==> config.mk <==
export PLATFORM = sky130hd
export DESIGN_NAME = uart_frame_mode_config
export DESIGN_NICKNAME = d
export VERILOG_FILES = /design/src/logic/uart_frame_mode_pkg.sv /design/src/logic/uart_frame_mode_config.sv
export VERILOG_INCLUDE_DIRS = /design/src /design/src/logic
export SDC_FILE = /design/constraint.sdc
export NUM_CORES = 1
export LEC_CHECK = 0
export BUFFER_PORTS_ARGS = -buffer_cell sky130_fd_sc_hd__buf_4
export CORE_MARGIN = 2
export CORE_UTILIZATION = 30
export DETAILED_ROUTE_END_ITERATION = 7
export SYNTH_ARGS = -nofsm -noshare
export SYNTH_HDL_FRONTEND = slang
export SYNTH_SLANG_ARGS = --single-unit
==> constraint.sdc <==
create_clock -name CLK_IN -period 5.3 [get_ports CLK_IN]
set_clock_uncertainty 0.1 [all_clocks]
set_input_delay 0.53 -clock CLK_IN [delete_from_list [all_inputs] [get_ports CLK_IN]]
set_output_delay 0.53 -clock CLK_IN [all_outputs]
set_load 0.02 [all_outputs]
==> src/logic/uart_frame_mode_defines.svh <==
/*
 Register indices, field positions, write masks and reset values of the
 UART frame and mode configuration block.
 Assumes it is included once per compile unit by its bare name.
*/
`ifndef UART_FRAME_MODE_DEFINES_SVH
`define UART_FRAME_MODE_DEFINES_SVH

// Word indices on the bus (byte address equals the index, as each word is one byte)
`define IDX_CHAN0_FRAME   16'hF713
`define IDX_CHAN1_MODE    16'hF71A
`define IDX_CHAN1_FRAME   16'hF71B
`define IDX_PAIR_CTRL     16'hF720
`define IDX_TX_DATA       16'hF721
`define IDX_FIFO_STATUS   16'hF722

// Frame format register fields
`define FRM_BIT_ORDER     6
`define FRM_INVERT        5
`define FRM_STOP_LEN      4
`define FRM_PARITY_HI     3
`define FRM_PARITY_LO     2
`define FRM_LEN_HI        1
`define FRM_LEN_LO        0

// Routing and mode register fields
`define MOD_SAMPLE_SEL    6
`define MOD_ROUTE_HI      5
`define MOD_ROUTE_LO      4
`define MOD_CLK_HI        2
`define MOD_CLK_LO        1
`define MOD_DIRECTION     0

// Pair control register fields
`define PAIR_HALF_DUPLEX  0
`define PAIR_CHAN0_DIR    1

// Writable bits; all others are reserved and read as zero
`define FRAME_WR_MASK     8'h7F
`define MODE_WR_MASK      8'h77
`define PAIR_WR_MASK      8'h03

// Reset values
`define FRAME_RESET       8'h00
`define MODE_RESET        8'h00
`define PAIR_RESET        8'h00

`endif

==> src/logic/uart_frame_mode_pkg.sv <==
/*
 Types shared by the UART frame and mode configuration block.
 Assumes nothing of its surroundings.
*/
package uart_frame_mode_pkg;

   // Decoded frame format of one channel
   typedef struct packed {
      logic       msb_first;   // Bit order
      logic       invert;      // Negative line logic
      logic       two_stop;    // Two stop bits
      logic       parity_en;   // Parity bit present
      logic       parity_odd;  // Odd parity when present
      logic [3:0] data_bits;   // Character length 5..8
   } frame_fmt_t;

   // One-hot baud generator clock choice
   typedef enum logic [2:0] {
      CLK_LOW_SPEED  = 3'b001,
      CLK_HIGH_SPEED = 3'b010,
      CLK_PLL        = 3'b100
   } baud_clk_t;

   // Format that a cleared register decodes to
   localparam frame_fmt_t FMT_RESET = '{1'b0, 1'b0, 1'b0, 1'b1, 1'b0, 4'h8};

endpackage

==> src/logic/uart_frame_mode_config.sv <==
/*
 Frame and mode configuration of a paired UART, with a transmit data
 FIFO in front of the frame engine, reached over Avalon-MM.
 Assumes the frame engine sits on the same clock, and that the four
 receive pins are asynchronous and are synchronised here.
*/
// The Avalon-MM slave port was decided locally.
`include "uart_frame_mode_defines.svh"

// Plain FIFO; depth must be a power of two
module frame_fifo #(
   parameter int WIDTH = 8,
   parameter int DEPTH = 16
) (
   input  wire logic                     clk_in,
   input  wire logic                     resetn_in,
   input  wire logic                     in_valid_in,
   output logic                          in_ready_out,
   input  wire logic [WIDTH-1:0]         in_data_in,
   output logic                          out_valid_out,
   input  wire logic                     out_ready_in,
   output logic [WIDTH-1:0]              out_data_out,
   output logic [$clog2(DEPTH):0]        count_out
);
   localparam int AW = $clog2(DEPTH);

   logic [WIDTH-1:0] mem [DEPTH];        // Storage
   logic [AW:0]      wr_ptr_q;           // Write pointer with wrap bit
   logic [AW:0]      rd_ptr_q;           // Read pointer with wrap bit
   wire logic        push;
   wire logic        pop;

   // Full when pointers differ only in the wrap bit
   assign in_ready_out  = (wr_ptr_q ^ rd_ptr_q) != {1'b1, {AW{1'b0}}};
   assign out_valid_out = wr_ptr_q != rd_ptr_q;
   assign out_data_out  = mem[rd_ptr_q[AW-1:0]];
   assign count_out     = wr_ptr_q - rd_ptr_q;
   assign push          = in_valid_in & in_ready_out;
   assign pop           = out_valid_out & out_ready_in;

   // Storage has no reset; only pointers carry state
   always_ff @(posedge clk_in)
   begin
      if (push)
      begin
         mem[wr_ptr_q[AW-1:0]] <= in_data_in;
      end
   end

   // Pointer update
   always_ff @(posedge clk_in)
   begin
      if (!resetn_in)
      begin
         wr_ptr_q <= '0;
         rd_ptr_q <= '0;
      end
      else
      begin
         wr_ptr_q <= wr_ptr_q + (AW+1)'(push);
         rd_ptr_q <= rd_ptr_q + (AW+1)'(pop);
      end
   end
endmodule // frame_fifo

// What this block does
// - Paired full duplex ignores channel-1 mode registers
// - Sample point: half baud count, minus one when selected
// - Route one of four pins to receive
// - Baud clock: low, high or PLL clock
// - Channel-1 direction: 0 transmit, 1 receive
// - Channel-0 bit order: LSB or MSB first
// - Channel-0 line polarity positive or inverted
// - Channel-0 one or two stop bits
// - Channel-0 parity even, odd or none
// - Channel-0 length eight, seven, six, five
// - Channel-1 order, polarity, stop as channel 0
// - Channel-1 parity even, odd or none
// - Channel-1 length eight, seven, six, five
// - Full duplex: channel 0 receives, 1 transmits
module uart_frame_mode_config #(
   parameter int FIFO_DEPTH = 16,   // Transmit FIFO entries
   parameter int BAUD_W     = 12    // Baud count width
) (
   input  wire logic              CLK_IN,
   input  wire logic              RESETN_IN,
   input  wire logic [15:0]       AVS_ADDRESS_IN,
   input  wire logic              AVS_READ_IN,
   input  wire logic              AVS_WRITE_IN,
   input  wire logic [7:0]        AVS_WRITEDATA_IN,
   output logic [7:0]             AVS_READDATA_OUT,
   output logic                   AVS_WAITREQUEST_OUT,
   input  wire logic [BAUD_W-1:0] BAUD_COUNT_IN,
   input  wire logic [3:0]        RX_PIN_IN,
   input  wire logic              TX_READY_IN,
   output logic [7:0]             TX_DATA_OUT,
   output logic                   TX_VALID_OUT,
   output logic                   CHAN0_MSB_FIRST_OUT,
   output logic                   CHAN0_INVERT_OUT,
   output logic                   CHAN0_TWO_STOP_OUT,
   output logic                   CHAN0_PARITY_EN_OUT,
   output logic                   CHAN0_PARITY_ODD_OUT,
   output logic [3:0]             CHAN0_DATA_BITS_OUT,
   output logic                   CHAN0_RX_MODE_OUT,
   output logic                   CHAN1_MSB_FIRST_OUT,
   output logic                   CHAN1_INVERT_OUT,
   output logic                   CHAN1_TWO_STOP_OUT,
   output logic                   CHAN1_PARITY_EN_OUT,
   output logic                   CHAN1_PARITY_ODD_OUT,
   output logic [3:0]             CHAN1_DATA_BITS_OUT,
   output logic                   CHAN1_RX_MODE_OUT,
   output logic [2:0]             CHAN1_CLK_SEL_OUT,
   output logic [BAUD_W-1:0]      CHAN1_SAMPLE_POINT_OUT,
   output logic                   CHAN1_RX_OUT
);
   localparam int CW = $clog2(FIFO_DEPTH) + 1;

   // Software registers
   logic [7:0] frame0_q;        // Channel-0 frame format
   logic [7:0] mode1_q;         // Channel-1 routing and mode
   logic [7:0] frame1_q;        // Channel-1 frame format
   logic [7:0] pair_q;          // Pairing and channel-0 direction
   logic       wait_q;          // Waitrequest, high while idle
   logic [7:0] rdata_q;         // Read data

   // Decoded, registered outputs
   uart_frame_mode_pkg::frame_fmt_t fmt0_q;
   uart_frame_mode_pkg::frame_fmt_t fmt1_q;
   uart_frame_mode_pkg::baud_clk_t  clk_sel_q;
   logic              dir0_q;         // Channel 0 receives
   logic              dir1_q;         // Channel 1 receives
   logic [BAUD_W-1:0] sample_q;       // Sample point count
   logic              rx_q;           // Routed receive level

   // Receive pin synchronisers
   logic [3:0] rx_meta_q;       // First stage, read by second only
   logic [3:0] rx_sync_q;       // Second stage

   // Transmit path
   logic [7:0] tx_data_q;
   logic       tx_valid_q;

   // Decodes a frame register into a format
   function automatic uart_frame_mode_pkg::frame_fmt_t decode_frame(
      input logic [7:0] r);
      uart_frame_mode_pkg::frame_fmt_t f;
      f.msb_first  = r[`FRM_BIT_ORDER];
      f.invert     = r[`FRM_INVERT];
      f.two_stop   = r[`FRM_STOP_LEN];
      f.parity_en  = ~r[`FRM_PARITY_HI];
      f.parity_odd = ~r[`FRM_PARITY_HI] & r[`FRM_PARITY_LO];
      // Codes 00..11 give 8..5 bits
      f.data_bits  = 4'h8 - {2'h0, r[`FRM_LEN_HI:`FRM_LEN_LO]};
      return f;
   endfunction

   // Address decode
   wire logic hit_f0   = AVS_ADDRESS_IN == `IDX_CHAN0_FRAME;
   wire logic hit_m1   = AVS_ADDRESS_IN == `IDX_CHAN1_MODE;
   wire logic hit_f1   = AVS_ADDRESS_IN == `IDX_CHAN1_FRAME;
   wire logic hit_pair = AVS_ADDRESS_IN == `IDX_PAIR_CTRL;
   wire logic hit_tx   = AVS_ADDRESS_IN == `IDX_TX_DATA;
   wire logic hit_stat = AVS_ADDRESS_IN == `IDX_FIFO_STATUS;

   // FIFO wiring
   wire logic          fifo_in_ready;
   wire logic          fifo_out_valid;
   wire logic [7:0]    fifo_out_data;
   wire logic [CW-1:0] fifo_count;
   wire logic          load_out = ~tx_valid_q | TX_READY_IN;

   // Bus handshake; a data write stalls while the FIFO is full
   wire logic req       = AVS_READ_IN | AVS_WRITE_IN;
   wire logic accept_ok = ~hit_tx | fifo_in_ready | AVS_READ_IN;
   wire logic wait_d    = ~(req & wait_q & accept_ok);
   wire logic commit_wr = AVS_WRITE_IN & ~wait_q;
   wire logic fifo_push = commit_wr & hit_tx;

   // Status word: output busy, full, empty, fill level
   wire logic [7:0] status = 8'({tx_valid_q, ~fifo_in_ready,
                                 ~fifo_out_valid, fifo_count});

   // Read selection; registers hold zeros in reserved bits
   wire logic [7:0] rd_value =
      hit_f0   ? frame0_q :
      hit_m1   ? mode1_q  :
      hit_f1   ? frame1_q :
      hit_pair ? pair_q   :
      hit_stat ? status   :
                 8'h00;                           // Unmapped or write-only

   // Pairing: in full duplex channel-1 registers are ignored
   wire logic half = pair_q[`PAIR_HALF_DUPLEX];
   wire logic [7:0] frame1_eff = half ? frame1_q : frame0_q;
   wire logic [7:0] mode1_eff  = half ? mode1_q  : `MODE_RESET;
   wire logic dir0_d = half ? pair_q[`PAIR_CHAN0_DIR] : 1'b1;
   wire logic dir1_d = mode1_eff[`MOD_DIRECTION];

   // Baud clock choice; the forbidden code falls back to low speed
   wire logic [1:0] clk_code = mode1_eff[`MOD_CLK_HI:`MOD_CLK_LO];
   wire uart_frame_mode_pkg::baud_clk_t clk_sel_d =
      (clk_code == 2'h2) ? uart_frame_mode_pkg::CLK_HIGH_SPEED :
      (clk_code == 2'h3) ? uart_frame_mode_pkg::CLK_PLL :
                           uart_frame_mode_pkg::CLK_LOW_SPEED;

   // Sample point: count/2, or count/2-1 when selected
   wire logic [BAUD_W-1:0] sample_d = (BAUD_COUNT_IN >> 1)
      - BAUD_W'(mode1_eff[`MOD_SAMPLE_SEL]);

   // Routed receive pin, inverted for negative logic; idle in full duplex
   wire logic [1:0] route = mode1_eff[`MOD_ROUTE_HI:`MOD_ROUTE_LO];
   wire uart_frame_mode_pkg::frame_fmt_t fmt1_d = decode_frame(frame1_eff);
   wire logic rx_d = half ? (rx_sync_q[route] ^ fmt1_d.invert) : 1'b1;

   // Transmit format follows whichever channel transmits
   wire uart_frame_mode_pkg::frame_fmt_t fmt0_d = decode_frame(frame0_q);
   wire logic [1:0] tx_len = (half & dir1_d) ? frame0_q[1:0] : frame1_eff[1:0];
   wire logic       tx_msb = (half & dir1_d) ? fmt0_d.msb_first
                                             : fmt1_d.msb_first;
   wire logic [7:0] tx_masked = fifo_out_data & (8'hFF >> tx_len);
   wire logic [7:0] tx_rev;
   wire logic [7:0] tx_fmt;

   // Bit reversal so the frame engine always shifts bit 0 first
   genvar i;
   generate
      for (i = 0; i < 8; i++)
      begin : g_rev
         assign tx_rev[i] = tx_masked[7-i];
      end
   endgenerate

   // Reversed word is realigned to the character length
   assign tx_fmt = tx_msb ? (tx_rev >> tx_len) : tx_masked;

   frame_fifo #(
      .WIDTH (8),
      .DEPTH (FIFO_DEPTH)
   ) u_fifo (
      .clk_in        (CLK_IN),
      .resetn_in     (RESETN_IN),
      .in_valid_in   (fifo_push),
      .in_ready_out  (fifo_in_ready),
      .in_data_in    (AVS_WRITEDATA_IN),
      .out_valid_out (fifo_out_valid),
      .out_ready_in  (load_out),
      .out_data_out  (fifo_out_data),
      .count_out     (fifo_count)
   );

   // Bus handshake and read data
   always_ff @(posedge CLK_IN)
   begin
      if (!RESETN_IN)
      begin
         wait_q  <= 1'b1;
         rdata_q <= 8'h00;
      end
      else
      begin
         wait_q  <= wait_d;
         rdata_q <= rd_value;
      end
   end

   // Register writes; settings are meant to change only while stopped,
   // and nothing here guards against a change mid-character
   always_ff @(posedge CLK_IN)
   begin
      if (!RESETN_IN)
      begin
         frame0_q <= `FRAME_RESET;
         mode1_q  <= `MODE_RESET;
         frame1_q <= `FRAME_RESET;
         pair_q   <= `PAIR_RESET;
      end
      else if (commit_wr)
      begin
         if (hit_f0)
         begin
            frame0_q <= AVS_WRITEDATA_IN & `FRAME_WR_MASK;
         end
         if (hit_m1)
         begin
            mode1_q <= AVS_WRITEDATA_IN & `MODE_WR_MASK;
         end
         if (hit_f1)
         begin
            frame1_q <= AVS_WRITEDATA_IN & `FRAME_WR_MASK;
         end
         if (hit_pair)
         begin
            pair_q <= AVS_WRITEDATA_IN & `PAIR_WR_MASK;
         end
      end
   end

   // Decoded configuration outputs
   always_ff @(posedge CLK_IN)
   begin
      if (!RESETN_IN)
      begin
         fmt0_q    <= uart_frame_mode_pkg::FMT_RESET;
         fmt1_q    <= uart_frame_mode_pkg::FMT_RESET;
         clk_sel_q <= uart_frame_mode_pkg::CLK_LOW_SPEED;
         dir0_q    <= 1'b1;
         dir1_q    <= 1'b0;
         sample_q  <= '0;
      end
      else
      begin
         fmt0_q    <= fmt0_d;
         fmt1_q    <= fmt1_d;
         clk_sel_q <= clk_sel_d;
         dir0_q    <= dir0_d;
         dir1_q    <= dir1_d;
         sample_q  <= sample_d;
      end
   end

   // Receive pin synchroniser and routing
   always_ff @(posedge CLK_IN)
   begin
      if (!RESETN_IN)
      begin
         rx_meta_q <= 4'hF;
         rx_sync_q <= 4'hF;
         rx_q      <= 1'b1;
      end
      else
      begin
         rx_meta_q <= RX_PIN_IN;
         rx_sync_q <= rx_meta_q;
         rx_q      <= rx_d;
      end
   end

   // Output holding stage toward the frame engine
   always_ff @(posedge CLK_IN)
   begin
      if (!RESETN_IN)
      begin
         tx_valid_q <= 1'b0;
         tx_data_q  <= 8'h00;
      end
      else if (load_out)
      begin
         tx_valid_q <= fifo_out_valid;
         // Keep the last word while empty, so an unwritten entry never leaks out
         tx_data_q  <= fifo_out_valid ? tx_fmt : tx_data_q;
      end
   end

   // Port mapping, all from flip-flops
   assign AVS_WAITREQUEST_OUT    = wait_q;
   assign AVS_READDATA_OUT       = rdata_q;
   assign TX_DATA_OUT            = tx_data_q;
   assign TX_VALID_OUT           = tx_valid_q;
   assign CHAN0_MSB_FIRST_OUT    = fmt0_q.msb_first;
   assign CHAN0_INVERT_OUT       = fmt0_q.invert;
   assign CHAN0_TWO_STOP_OUT     = fmt0_q.two_stop;
   assign CHAN0_PARITY_EN_OUT    = fmt0_q.parity_en;
   assign CHAN0_PARITY_ODD_OUT   = fmt0_q.parity_odd;
   assign CHAN0_DATA_BITS_OUT    = fmt0_q.data_bits;
   assign CHAN0_RX_MODE_OUT      = dir0_q;
   assign CHAN1_MSB_FIRST_OUT    = fmt1_q.msb_first;
   assign CHAN1_INVERT_OUT       = fmt1_q.invert;
   assign CHAN1_TWO_STOP_OUT     = fmt1_q.two_stop;
   assign CHAN1_PARITY_EN_OUT    = fmt1_q.parity_en;
   assign CHAN1_PARITY_ODD_OUT   = fmt1_q.parity_odd;
   assign CHAN1_DATA_BITS_OUT    = fmt1_q.data_bits;
   assign CHAN1_RX_MODE_OUT      = dir1_q;
   assign CHAN1_CLK_SEL_OUT      = clk_sel_q;
   assign CHAN1_SAMPLE_POINT_OUT = sample_q;
   assign CHAN1_RX_OUT           = rx_q;
endmodule // uart_frame_mode_config

==> qor.yml, run 1 <==
status: "complete, no violations"
firstDrtPassIters: 5
cts_resized: 0
synthXorXnorAreaFrac: 0.01788
synth_area_mm2: 0.009308
worstPathArrival_ns: 3.36
place_hpwl_um: 15090
max_slew_margin: 0.3543
start_util: 0.3043
min_path_type: "in2reg"
met1_length_um: 9894
period_share: 0.6280
max_freq_ghz: 0.3004
wl_met3_um: 1260
layout_commonest_cell: "edfxtp_1"
final-setup-viol-count: 0
post-cts-setup-buffers: 0
grt_pass1_wl_um: 34220
worstPathCellList: "buf_4 -> or4b_4 -> or4b_4 -> or3_4 -> nor3_4 -> nand3_1 -> nor2_1"
ys_seq_area_frac: 0.6151
path_buf_inv: 1
whs_ns: 0.09375
syn_nets: 775
overflow: 0
area_delta_synth_final_pct: 21.66
crit_path_max_fanout: 8
grt_setup_unrepaired: "no"
clock_latency_ns: 0.51
grt_pass1_vias: 6000
holdCritStartpoint: "RX_PIN_IN[3]"
ys_seq_elements: 222
synth_adder_area_share: 0.01828
worst_slew_pin_slew_ns: 0.9634
slowest_delay_ns: 0.71
n_antenna_cell: 0
viasPerCell: 4.891
r2r_start: "u_fifo.rd_ptr_q[0]$_SDFF_PN0_"
holdBufCountCts: 0
fp.dieW_um: 180.1
drive_gt1_frac: 0.2506
drcViolationCount: 0
ys_warn_count: 0
rows: 64
fin_crit_ns: 3.329
avgSynthCellArea_um2: 12.98
place_area_mm2: 0.01046
ant_nets: 0
crit_path_frequent_cell: "or4b_4"
drt_first_iter_violations: 507
synth_cell_types: 65
r2r_cells: 8
grtUsageTotal: 0.1339
worst-setup-path-type: "in2reg"
synth_top_family_by_area: "simple AND/OR/NAND/NOR gates"
required_ns: 5.33
port_buffers: 97
worstSetupEndpointType: "register"
synthMuxAreaShare: 0.1092
cts_tree: "built"
drt-wirelength-per-cell_um: 18.05
cp-startpoint: "AVS_ADDRESS_IN[7]"
async_flop_share: 0
wl_met2_um: 10730
die_h_um: 180.1
p_leak_nw: 3.984
layout_common_cells: "128 x edfxtp_1, 108 x buf_4, 92 x dfxtp_1"
cts_sinks: 222
ys.flop_type: "edfxtp_1"
power.density_mw_per_mm2: 327.7
path_clk_slew_ns: 0.06
htreeDepth: 1
clockBufferDepth: 3
hold_depth: 2
timing.setup.tns_ns: 0
path_delay_family: "simple AND/OR/NAND/NOR gates"
grt_max_degree: 95
cp.depth: 7
postSynthCellCount: 717
synth_edf_count: 128
cp-start-kind: "primary input"
clockRootBuffer: "clkbuf_16"
maxSlewViolCount: 0
final_area_mm2: 0.01132
numCtsBuffers: 24
synthSimpleGateAreaFrac: 0.1347
core_mm2: 0.03059
place.gp.congestion: 0.8111
antenna_found_initial: 0
vias: 6016
drv_cap: 0
synth-compound-area-share: 0.08025
fin_nets: 874
top_layer: "met4"
report.final.hold_viol_count: 0
wl_um: 22210
pin_count: 99
die-area_mm2: 0.03245
cp_slowest_cell: "nor2_1"
ir_drop_mv: 0.1661
-- where the power goes --
| part | switching, mW | internal, mW | total (mW) |
|---|---|---|---|
| Combinational | 0.0550 | 0.0403 | 0.0954 |
| Sequential | 0.00236 | 1.83 | 1.83 |
| Clock | 0.673 | 1.11 | 1.79 |
| Total | 0.730 | 2.98 | 3.71 |
-- stage by stage --
step | power (mW) | instances | worst slack [ns] | util
after floorplan | 1.901 | 717 | 1.869 | -
after global placement | 1.961 | 1186 | 1.502 | 0.3419
after detailed placement | 1.964 | 1186 | 1.410 | 0.3419
after CTS | 3.750 | 1230 | 1.949 | 0.3702
after global routing | 3.832 | 1230 | 1.847 | 0.3702
final | 3.711 | 1230 | 1.971 | 0.3702
-- state kept, by name, indices dropped and copies added, names as in the netlist, 3 cells and up --
name / cells
rx_meta_q: 4
u_fifo.wr_ptr_q: 5
frame0_q: 7
rx_sync_q: 4
AVS_READDATA_OUT: 8
u_fifo.mem: 128
CHAN0_DATA_BITS_OUT: 4
CHAN1_SAMPLE_POINT_OUT: 12
TX_DATA_OUT: 8
frame1_q: 7
CHAN1_DATA_BITS_OUT: 4
mode1_q: 6
u_fifo.rd_ptr_q: 5
CHAN1_CLK_SEL_OUT: 3
-- logic make-up after synthesis --
family | Yosys count
AO/OA/AOI/OAI | 104
XOR/XNOR | 19
adder cells (fa/ha/maj) | 13
buffers and inverters | 54
flip-flops | 222
multiplexers | 68
AND/OR/NAND/NOR | 237
-- cell type report --
class / instances / area [um^2]
clock buffers: 31 / 688.2
clock inverters: 13 / 176.4
fillers: 2946 / 19270
inverters: 19 / 71.32
multi-input cells: 441 / 3353
flip-flops and latches: 222 / 5728
well taps: 396 / 495.5
repair buffers: 108 / 810.8
-- synth_stat cells, types with 3 or more instances --
master / instances / share of area
a21boi_0: 23 / 0.019
a21o_1: 3 / 0.0024
a21oi_1: 16 / 0.0086
a221oi_1: 3 / 0.0028
a222oi_1: 3 / 0.0032
a22oi_1: 7 / 0.0056
a31o_2: 4 / 0.0038
a31oi_1: 3 / 0.0020
and2_1: 24 / 0.016
and3_1: 7 / 0.0047
buf_1: 4 / 0.0016
buf_2: 9 / 0.0048
clkbuf_1: 20 / 0.0081
dfxtp_1: 94 / 0.20
edfxtp_1: 128 / 0.41
ha_1: 12 / 0.016
inv_1: 18 / 0.0073
mux2_2: 18 / 0.022
mux2i_1: 25 / 0.027
mux4_2: 25 / 0.060
nand2_1: 59 / 0.024
nand2b_1: 17 / 0.011
nand3_1: 38 / 0.020
nand3b_1: 6 / 0.0048
nand4_1: 5 / 0.0034
nor2_1: 33 / 0.013
nor2b_1: 16 / 0.011
nor3_1: 11 / 0.0059
o211ai_1: 4 / 0.0032
o21ai_0: 13 / 0.0070
o221ai_1: 9 / 0.0085
or3_1: 3 / 0.0020
xnor2_1: 11 / 0.010
xor2_1: 8 / 0.0075
-- final timing paths --
path,to,slack (ns)
worst max-delay path,u_fifo.mem[6][1]$_DFFE_PP_,1.97
worst min register to register,rx_sync_q[2]$_SDFF_PN1_,0.31
worst max register to register,TX_DATA_OUT[0]$_SDFFE_PN0N_,2.15
worst min-delay path,rx_meta_q[3]$_SDFF_PN1_,0.09
-- metal layers --
metal  GRT usage  vias up
met3     0.02365       20
li1            -     2871
met2      0.2261      175
met5           0        -
met1      0.1768     2950
met4     0.03839        0
(Power assumes the default switching activity.)
==> run 2: changes to the inputs <==
- clock period: 5.3 -> 2.9 ns (I/O delays scaled with it)
==> qor.yml, run 2 (same netlist as run 1, synthesis figures left out) <==
status: "complete, no violations"
vias: 6170  # +2.6%
cp-start-kind: "register"
overflow: 0  # unchanged
antenna_found_initial: 0  # unchanged
cts_sinks: 222  # unchanged
final-setup-viol-count: 0  # unchanged
pre_cts_slack_ns: -0.2743  # -1.684 ns
cp-startpoint: "u_fifo.rd_ptr_q[0]$_SDFF_PN0_"
hold_depth: 3  # +1
firstDrtPassIters: 5  # unchanged
grt_max_degree: 54  # -43%
drv_cap: 0  # unchanged
period_share: 0.9253
drt-wirelength-per-cell_um: 18.35  # +1.6%
place_inst: 1225  # +3.3%
min_path_type: "in2reg"
drt_first_iter_violations: 491  # -3.2%
p_leak_nw: 4.205  # +5.6%
worst_slew_pin_slew_ns: 0.6432  # -0.3202 ns
grt_setup_unrepaired: "no"
worstPathArrival_ns: 2.96  # -0.40 ns
die-area_mm2: 0.03245  # unchanged
fp.dieW_um: 180.1  # unchanged
fin_crit_ns: 2.683
htreeDepth: 1  # unchanged
r2r_slack_ns: 0.22  # -1.93 ns
setup_ws_ns: 0.2168  # -1.755 ns
grt_pass1_vias: 6404  # +6.7%
max_freq_ghz: 0.3727
place.gp.congestion: 0.8084  # -0.33%
ir_drop_mv: 0.3275  # +97%
drive_gt1_frac: 0.2802  # +0.02958
layout_common_cells: "145 x buf_4, 128 x edfxtp_1, 92 x dfxtp_1"
place_hpwl_um: 16220  # +7.5%
numCtsBuffers: 23  # -4.2%
core_mm2: 0.03059  # unchanged
crit_path_max_fanout: 8  # unchanged
fin_nets: 922  # +5.5%
cts_resized: 0  # unchanged
drcViolationCount: 0  # unchanged
ant_nets: 0  # unchanged
maxSlewViolCount: 0  # unchanged
grtUsageTotal: 0.1441  # +0.01024
r2r_start: "u_fifo.rd_ptr_q[0]$_SDFF_PN0_"
pin_count: 99  # unchanged
worstSetupEndpointType: "register"
endpoint: "TX_DATA_OUT[4]$_SDFFE_PN0N_"
r2r_end: "TX_DATA_OUT[4]$_SDFFE_PN0N_"
report.final.hold_viol_count: 0  # unchanged
wl_um: 23370  # +5.3%
largest_reg_flops: 128  # unchanged
start_util: 0.3043  # unchanged
clockBufferDepth: 3  # unchanged
required_ns: 3.18  # -2.15 ns
n_antenna_cell: 0  # unchanged
clock_latency_ns: 0.52  # about the same
worst-setup-path-type: "reg2reg"
viasPerCell: 4.843  # -0.98%
rows: 64  # unchanged
final_cells: 1274  # +3.6%
nFillCells: 2925  # -0.71%
grt_pass1_wl_um: 36850  # +7.7%
r2r_cells: 7  # -1
cts_tree: "built"
die_h_um: 180.1  # unchanged
clockRootBuffer: "clkbuf_16"
power.density_mw_per_mm2: 559.6  # +71%
area_delta_synth_final_pct: 25.33
layout_commonest_cell: "buf_4"
port_buffers: 97  # unchanged
max_slew_margin: 0.5589  # +0.2047
multi_input_area_mm2: 0.003377  # +0.71%
path_clk_slew_ns: 0.07  # about the same
ff_latch_area_mm2: 0.005728  # unchanged
## run 2: changes by cell type in the layout (fill, tap and decap cells not counted), moves of 2 or more
| cell | change |
|---|---|
| buf_4 | +37 |
| dlygate4sd3_1 | +10 |
| nor3_1 | -4 |
| nor3_2 | +4 |
| clkbuf_8 | -3 |
| buf_12 | +2 |
| clkinv_1 | +2 |
| clkinv_2 | -2 |
## run 2: stage by stage
step / utilization / total power, mW / setup TNS (ns) / instance area [um^2] / hold WS (ns)
after floorplan: - / 3.473 / -8.565 / 9338 / 0.2863
after global placement: 0.3531 / 3.595 / -27.37 / 10800 / 0.2907
after detailed placement: 0.3531 / 3.596 / -32.16 / 10800 / 0.2964
after CTS: 0.3813 / 6.597 / 0 / 11660 / 0.0003039
after global routing: 0.3813 / 6.748 / 0 / 11660 / 0.02481
final: 0.3813 / 6.528 / 0 / 11660 / 0.02202
## run 2: metal layers
layer | share of wire | routed length (um) | up-vias | global-route usage
met2 | 0.48 | 11210 | 165 | 0.2425
li1 | - | - | 2959 | -
met4 | 0.021 | 492 | 0 | 0.04065
met1 | 0.45 | 10600 | 3018 | 0.1932
met3 | 0.046 | 1071 | 28 | 0.02264
met5 | 0 | 0 | - | 0
## run 2: repair_timing
| action | 4_1_cts | 5_1_grt |
|---|---|---|
| hold buffers | 10 | 0 |
| hold endpoints to repair | 9 | 0 |
| setup buffers | 0 | 0 |
## run 2: cell type report
| type | count | area share |
|---|---|---|
| flip-flops and latches | 222 | 0.4910 |
| clock inverters | 12 | 0.01223 |
| clock buffers | 27 | 0.05331 |
| multi-input cells | 441 | 0.2895 |
| inverters | 19 | 0.006114 |
| repair buffers | 157 | 0.1053 |
| well taps | 396 | 0.04248 |
## run 2: worst max-delay path, cell delays in order (launching register included)
cell	delay [ns]
dfxtp_2	0.50
mux4_2	0.56
mux2i_1	0.20
buf_4	0.18
inv_1	0.05
mux4_2	0.47
a222oi_1	0.36
a21oi_1	0.12
## run 2: worst min-delay path by stage
stage,from,end,slack [ns]
2_1_floorplan,rx_meta_q[0]$_SDFF_PN1_,rx_sync_q[0]$_SDFF_PN1_,0.29
3_3_place_gp,rx_meta_q[1]$_SDFF_PN1_,rx_sync_q[1]$_SDFF_PN1_,0.29
3_5_place_dp,rx_meta_q[1]$_SDFF_PN1_,rx_sync_q[1]$_SDFF_PN1_,0.30
4_1_cts,BAUD_COUNT_IN[6],CHAN1_SAMPLE_POINT_OUT[5]$_SDFF_PN0_,0.0003
5_1_grt,BAUD_COUNT_IN[6],CHAN1_SAMPLE_POINT_OUT[5]$_SDFF_PN0_,0.02
6_report,BAUD_COUNT_IN[6],CHAN1_SAMPLE_POINT_OUT[5]$_SDFF_PN0_,0.02
## run 2: power by group
| part | internal (mW) | switching, mW |
|---|---|---|
| Sequential | 3.34 | 0.00464 |
| Combinational | 0.0838 | 0.108 |
| Clock | 1.80 | 1.20 |
| Total | 5.22 | 1.31 |
==> run 3: changes to the inputs <==
- ABC_AREA: default -> 1
- clock period: 2.9 -> 3.4 ns (I/O delays scaled with it)
==> qor.yml, run 3 <==
final_util: 0.3748  # -0.006584
drv_cap: 0  # unchanged
report.final.hold_viol_count: 0  # unchanged
htreeDepth: 1  # unchanged
r2r_end: "CHAN1_SAMPLE_POINT_OUT[11]$_SDFF_PN0_"
r2r_cells: 10  # +3
status: "complete, no violations"
drcViolationCount: 0  # unchanged
worst_slew_pin_slew_ns: 1.112  # +0.4683 ns
synth_commonest_cells: "182 x nand2_1, 169 x nor2_1, 128 x edfxtp_1, 110 x inv_1, 94 x dfxtp_1"
rows: 64  # unchanged
layout_common_cells: "182 x nand2_1, 169 x nor2_1, 128 x edfxtp_1"
avgSynthCellArea_um2: 9.250  # -29%
antenna_found_initial: 0  # unchanged
cts_sinks: 222  # unchanged
path_clk_slew_ns: 0.06  # about the same
fin_crit_ns: 2.940  # +0.2572 ns
fp.dieW_um: 181.0  # +0.47%
final-setup-viol-count: 0  # unchanged
required_ns: 3.75  # +0.57 ns
place_hpwl_um: 15640  # -3.6%
largest_reg_flops: 128  # unchanged
r2r_slack_ns: 0.46  # +0.24 ns
die-area_mm2: 0.03276  # +0.95%
viasPerCell: 4.622  # -4.6%
synthSimpleGateAreaFrac: 0.2025  # +0.06781
synth_top_family_by_area: "simple AND/OR/NAND/NOR gates"
max_slew_margin: 0.2582  # -0.3008
path_buf_inv: 2  # unchanged
ys.flop_type: "edfxtp_1"
worstPathCellList: "nand2_1 -> inv_1 -> ha_1 -> nand2_1 -> nor3_1 -> nand2_1 -> nor2_1 -> nand2_1 -> nor4_1 -> dlygate4sd3_1"
crit_path_frequent_cell: "nand2_1"
power.density_mw_per_mm2: 566.4  # +1.2%
holdCritStartpoint: "AVS_WRITE_IN"
synth_cell_types: 42  # -35%
power_mw: 6.527  # about the same
overflow: 0  # unchanged
vias: 7192  # +17%
ys_seq_elements: 222  # unchanged
layout_commonest_cell: "nand2_1"
min_path_type: "in2reg"
netlist.top_cell.by_area: "edfxtp_1"
area_delta_synth_final_pct: 22.62
hold_depth: 4  # +1
grt_pass1_vias: 7026  # +9.7%
grt_max_degree: 67  # +24%
maxSlewViolCount: 0  # unchanged
ys_seq_area_frac: 0.6092  # -0.005897
p_leak_nw: 4.766  # +13%
synthMuxAreaShare: 0  # -0.1092
period_share: 0.8648  # -0.06041
async_flop_share: 0  # unchanged
wl_um: 23670  # +1.3%
numCtsBuffers: 24  # +4.3%
synth-compound-area-share: 0.08827  # +0.008018
synth.most_common_cell: "nand2_1"
postSynthCellCount: 1016  # +42%
place.gp.congestion: 0.8273  # +2.3%
grtUsageTotal: 0.1465  # +0.002343
whs_ns: 0.06204  # +0.04003 ns
core_mm2: 0.03075  # +0.52%
start_util: 0.3056  # +0.001345
grt_pass1_wl_um: 38310  # +4.0%
path_delay_family: "simple AND/OR/NAND/NOR gates"
clockRootBuffer: "clkbuf_16"
n_antenna_cell: 0  # unchanged
cp_slowest_cell: "dfxtp_1"
ir_drop_mv: 0.4549  # +39%
fin_nets: 1200  # +30%
drive_gt1_frac: 0.1681  # -0.1121
ys_warn_count: 0  # unchanged
drt-wirelength-per-cell_um: 15.21  # -17%
cts_tree: "built"
drt_first_iter_violations: 400  # -19%
die_h_um: 181.0  # +0.47%
r2r_start: "pair_q[0]$_SDFFE_PN0P_"
port_buffers: 97  # unchanged
crit_path_max_fanout: 19  # +11
worst-setup-path-type: "reg2reg"
synth_adder_area_share: 0.01811  # -0.0001753
synth_area_leaders: "edfxtp_1 41%, dfxtp_1 20%, nand2_1 7.3%"
synth_area_mm2: 0.009398  # +0.97%
timing.setup.tns_ns: 0  # unchanged
synthXorXnorAreaFrac: 0.009320  # -0.008559
ant_nets: 0  # unchanged
slowest_delay_ns: 0.80  # +0.24 ns
firstDrtPassIters: 7  # +2
clock_latency_ns: 0.51  # about the same
max_freq_ghz: 0.3401  # -8.7%
clockBufferDepth: 3  # unchanged
synth_top_area_frac: 0.4090  # -0.003959
pin_count: 99  # unchanged
grt_setup_unrepaired: "no"
worstPathArrival_ns: 3.29  # +0.33 ns
hold_end: "AVS_WAITREQUEST_OUT$_SDFF_PN1_"
cp-start-kind: "register"
worstSetupEndpointType: "register"
synth_edf_count: 128  # unchanged
syn_nets: 1074  # +39%
==> run 3: worst max-delay path by stage <==
| stage | start | end | slack [ns] | cells after the start |
|---|---|---|---|---|
| CTS | pair_q[0]$_SDFFE_PN0P_ | CHAN1_SAMPLE_POINT_OUT[11]$_SDFF_PN0_ | 0.58 | 10 |
| detailed placement | u_fifo.wr_ptr_q[2]$_SDFF_PN0_ | u_fifo.rd_ptr_q[4]$_SDFF_PN0_ | 0.65 | 9 |
| finish | pair_q[0]$_SDFFE_PN0P_ | CHAN1_SAMPLE_POINT_OUT[11]$_SDFF_PN0_ | 0.46 | 10 |
| global placement | u_fifo.wr_ptr_q[2]$_SDFF_PN0_ | u_fifo.rd_ptr_q[4]$_SDFF_PN0_ | 0.69 | 9 |
| floorplan | u_fifo.rd_ptr_q[1]$_SDFF_PN0_ | u_fifo.mem[0][0]$_DFFE_PP_ | 0.91 | 11 |
| global route | pair_q[0]$_SDFFE_PN0P_ | CHAN1_SAMPLE_POINT_OUT[11]$_SDFF_PN0_ | 0.21 | 10 |
==> run 3: worst reg2reg max path: cells and delay by family, from the launching register on <==
| kind | cells | cell delay, ns |
|---|---|---|
| simple gates | 7 | 1.17 |
| buf+inv | 2 | 0.67 |
| flops | 1 | 0.80 |
| fa+ha+maj | 1 | 0.16 |
==> run 3: timing repair <==
action                                  CTS  global route
buffers inserted                          0             0
endpoints found under the setup margin    0             0
endpoints found under the hold margin    13             0
hold buffers                             13             0
resized for setup                         0             0
==> run 3: cells by family (layout without fill, tap and decap cells) <==
logic type,after synthesis,count (layout)
fa+ha+maj,13,13
xor+xnor,10,10
simple gates,458,458
buf+inv,160,304
flops,222,222
compound gates,153,153
==> run 3: where the power goes <==
group	switching [mW]	internal, mW
clock	1.05	1.57
combinational	0.662	0.320
sequential	0.0273	2.89
==> run 3: area by class of cell <==
type                       count  area [um^2]
clock buffer                  28        636.9
clock inverter                16        162.7
fill                        3109        19230
inverter                     126        473.0
multi-input combinational    634         2990
sequential                   222         5727
tap                          396        495.5
timing repair buffer         134         1039
==> run 3: per-stage QoR <==
step | cells | setup slack, ns | cell area, um^2
2_1_floorplan | 1016 | 0.9134 | 9398
3_5_place_dp | 1499 | 0.6497 | 10590
3_3_place_gp | 1499 | 0.6902 | 10590
5_1_grt | 1556 | 0.2086 | 11520
4_1_cts | 1556 | 0.5820 | 11520
6_report | 1556 | 0.4595 | 11520
==> run 3: metal layers <==
layer  up-vias  part of all wire  wire, um  global-route usage
li1       3584                 -         -                   -
met1      3386              0.44     10380              0.1952
met2       184              0.49     11560              0.2502
met3        38             0.053      1260             0.02076
met4         0             0.020       477             0.03870
met5         -                 0         0                   0
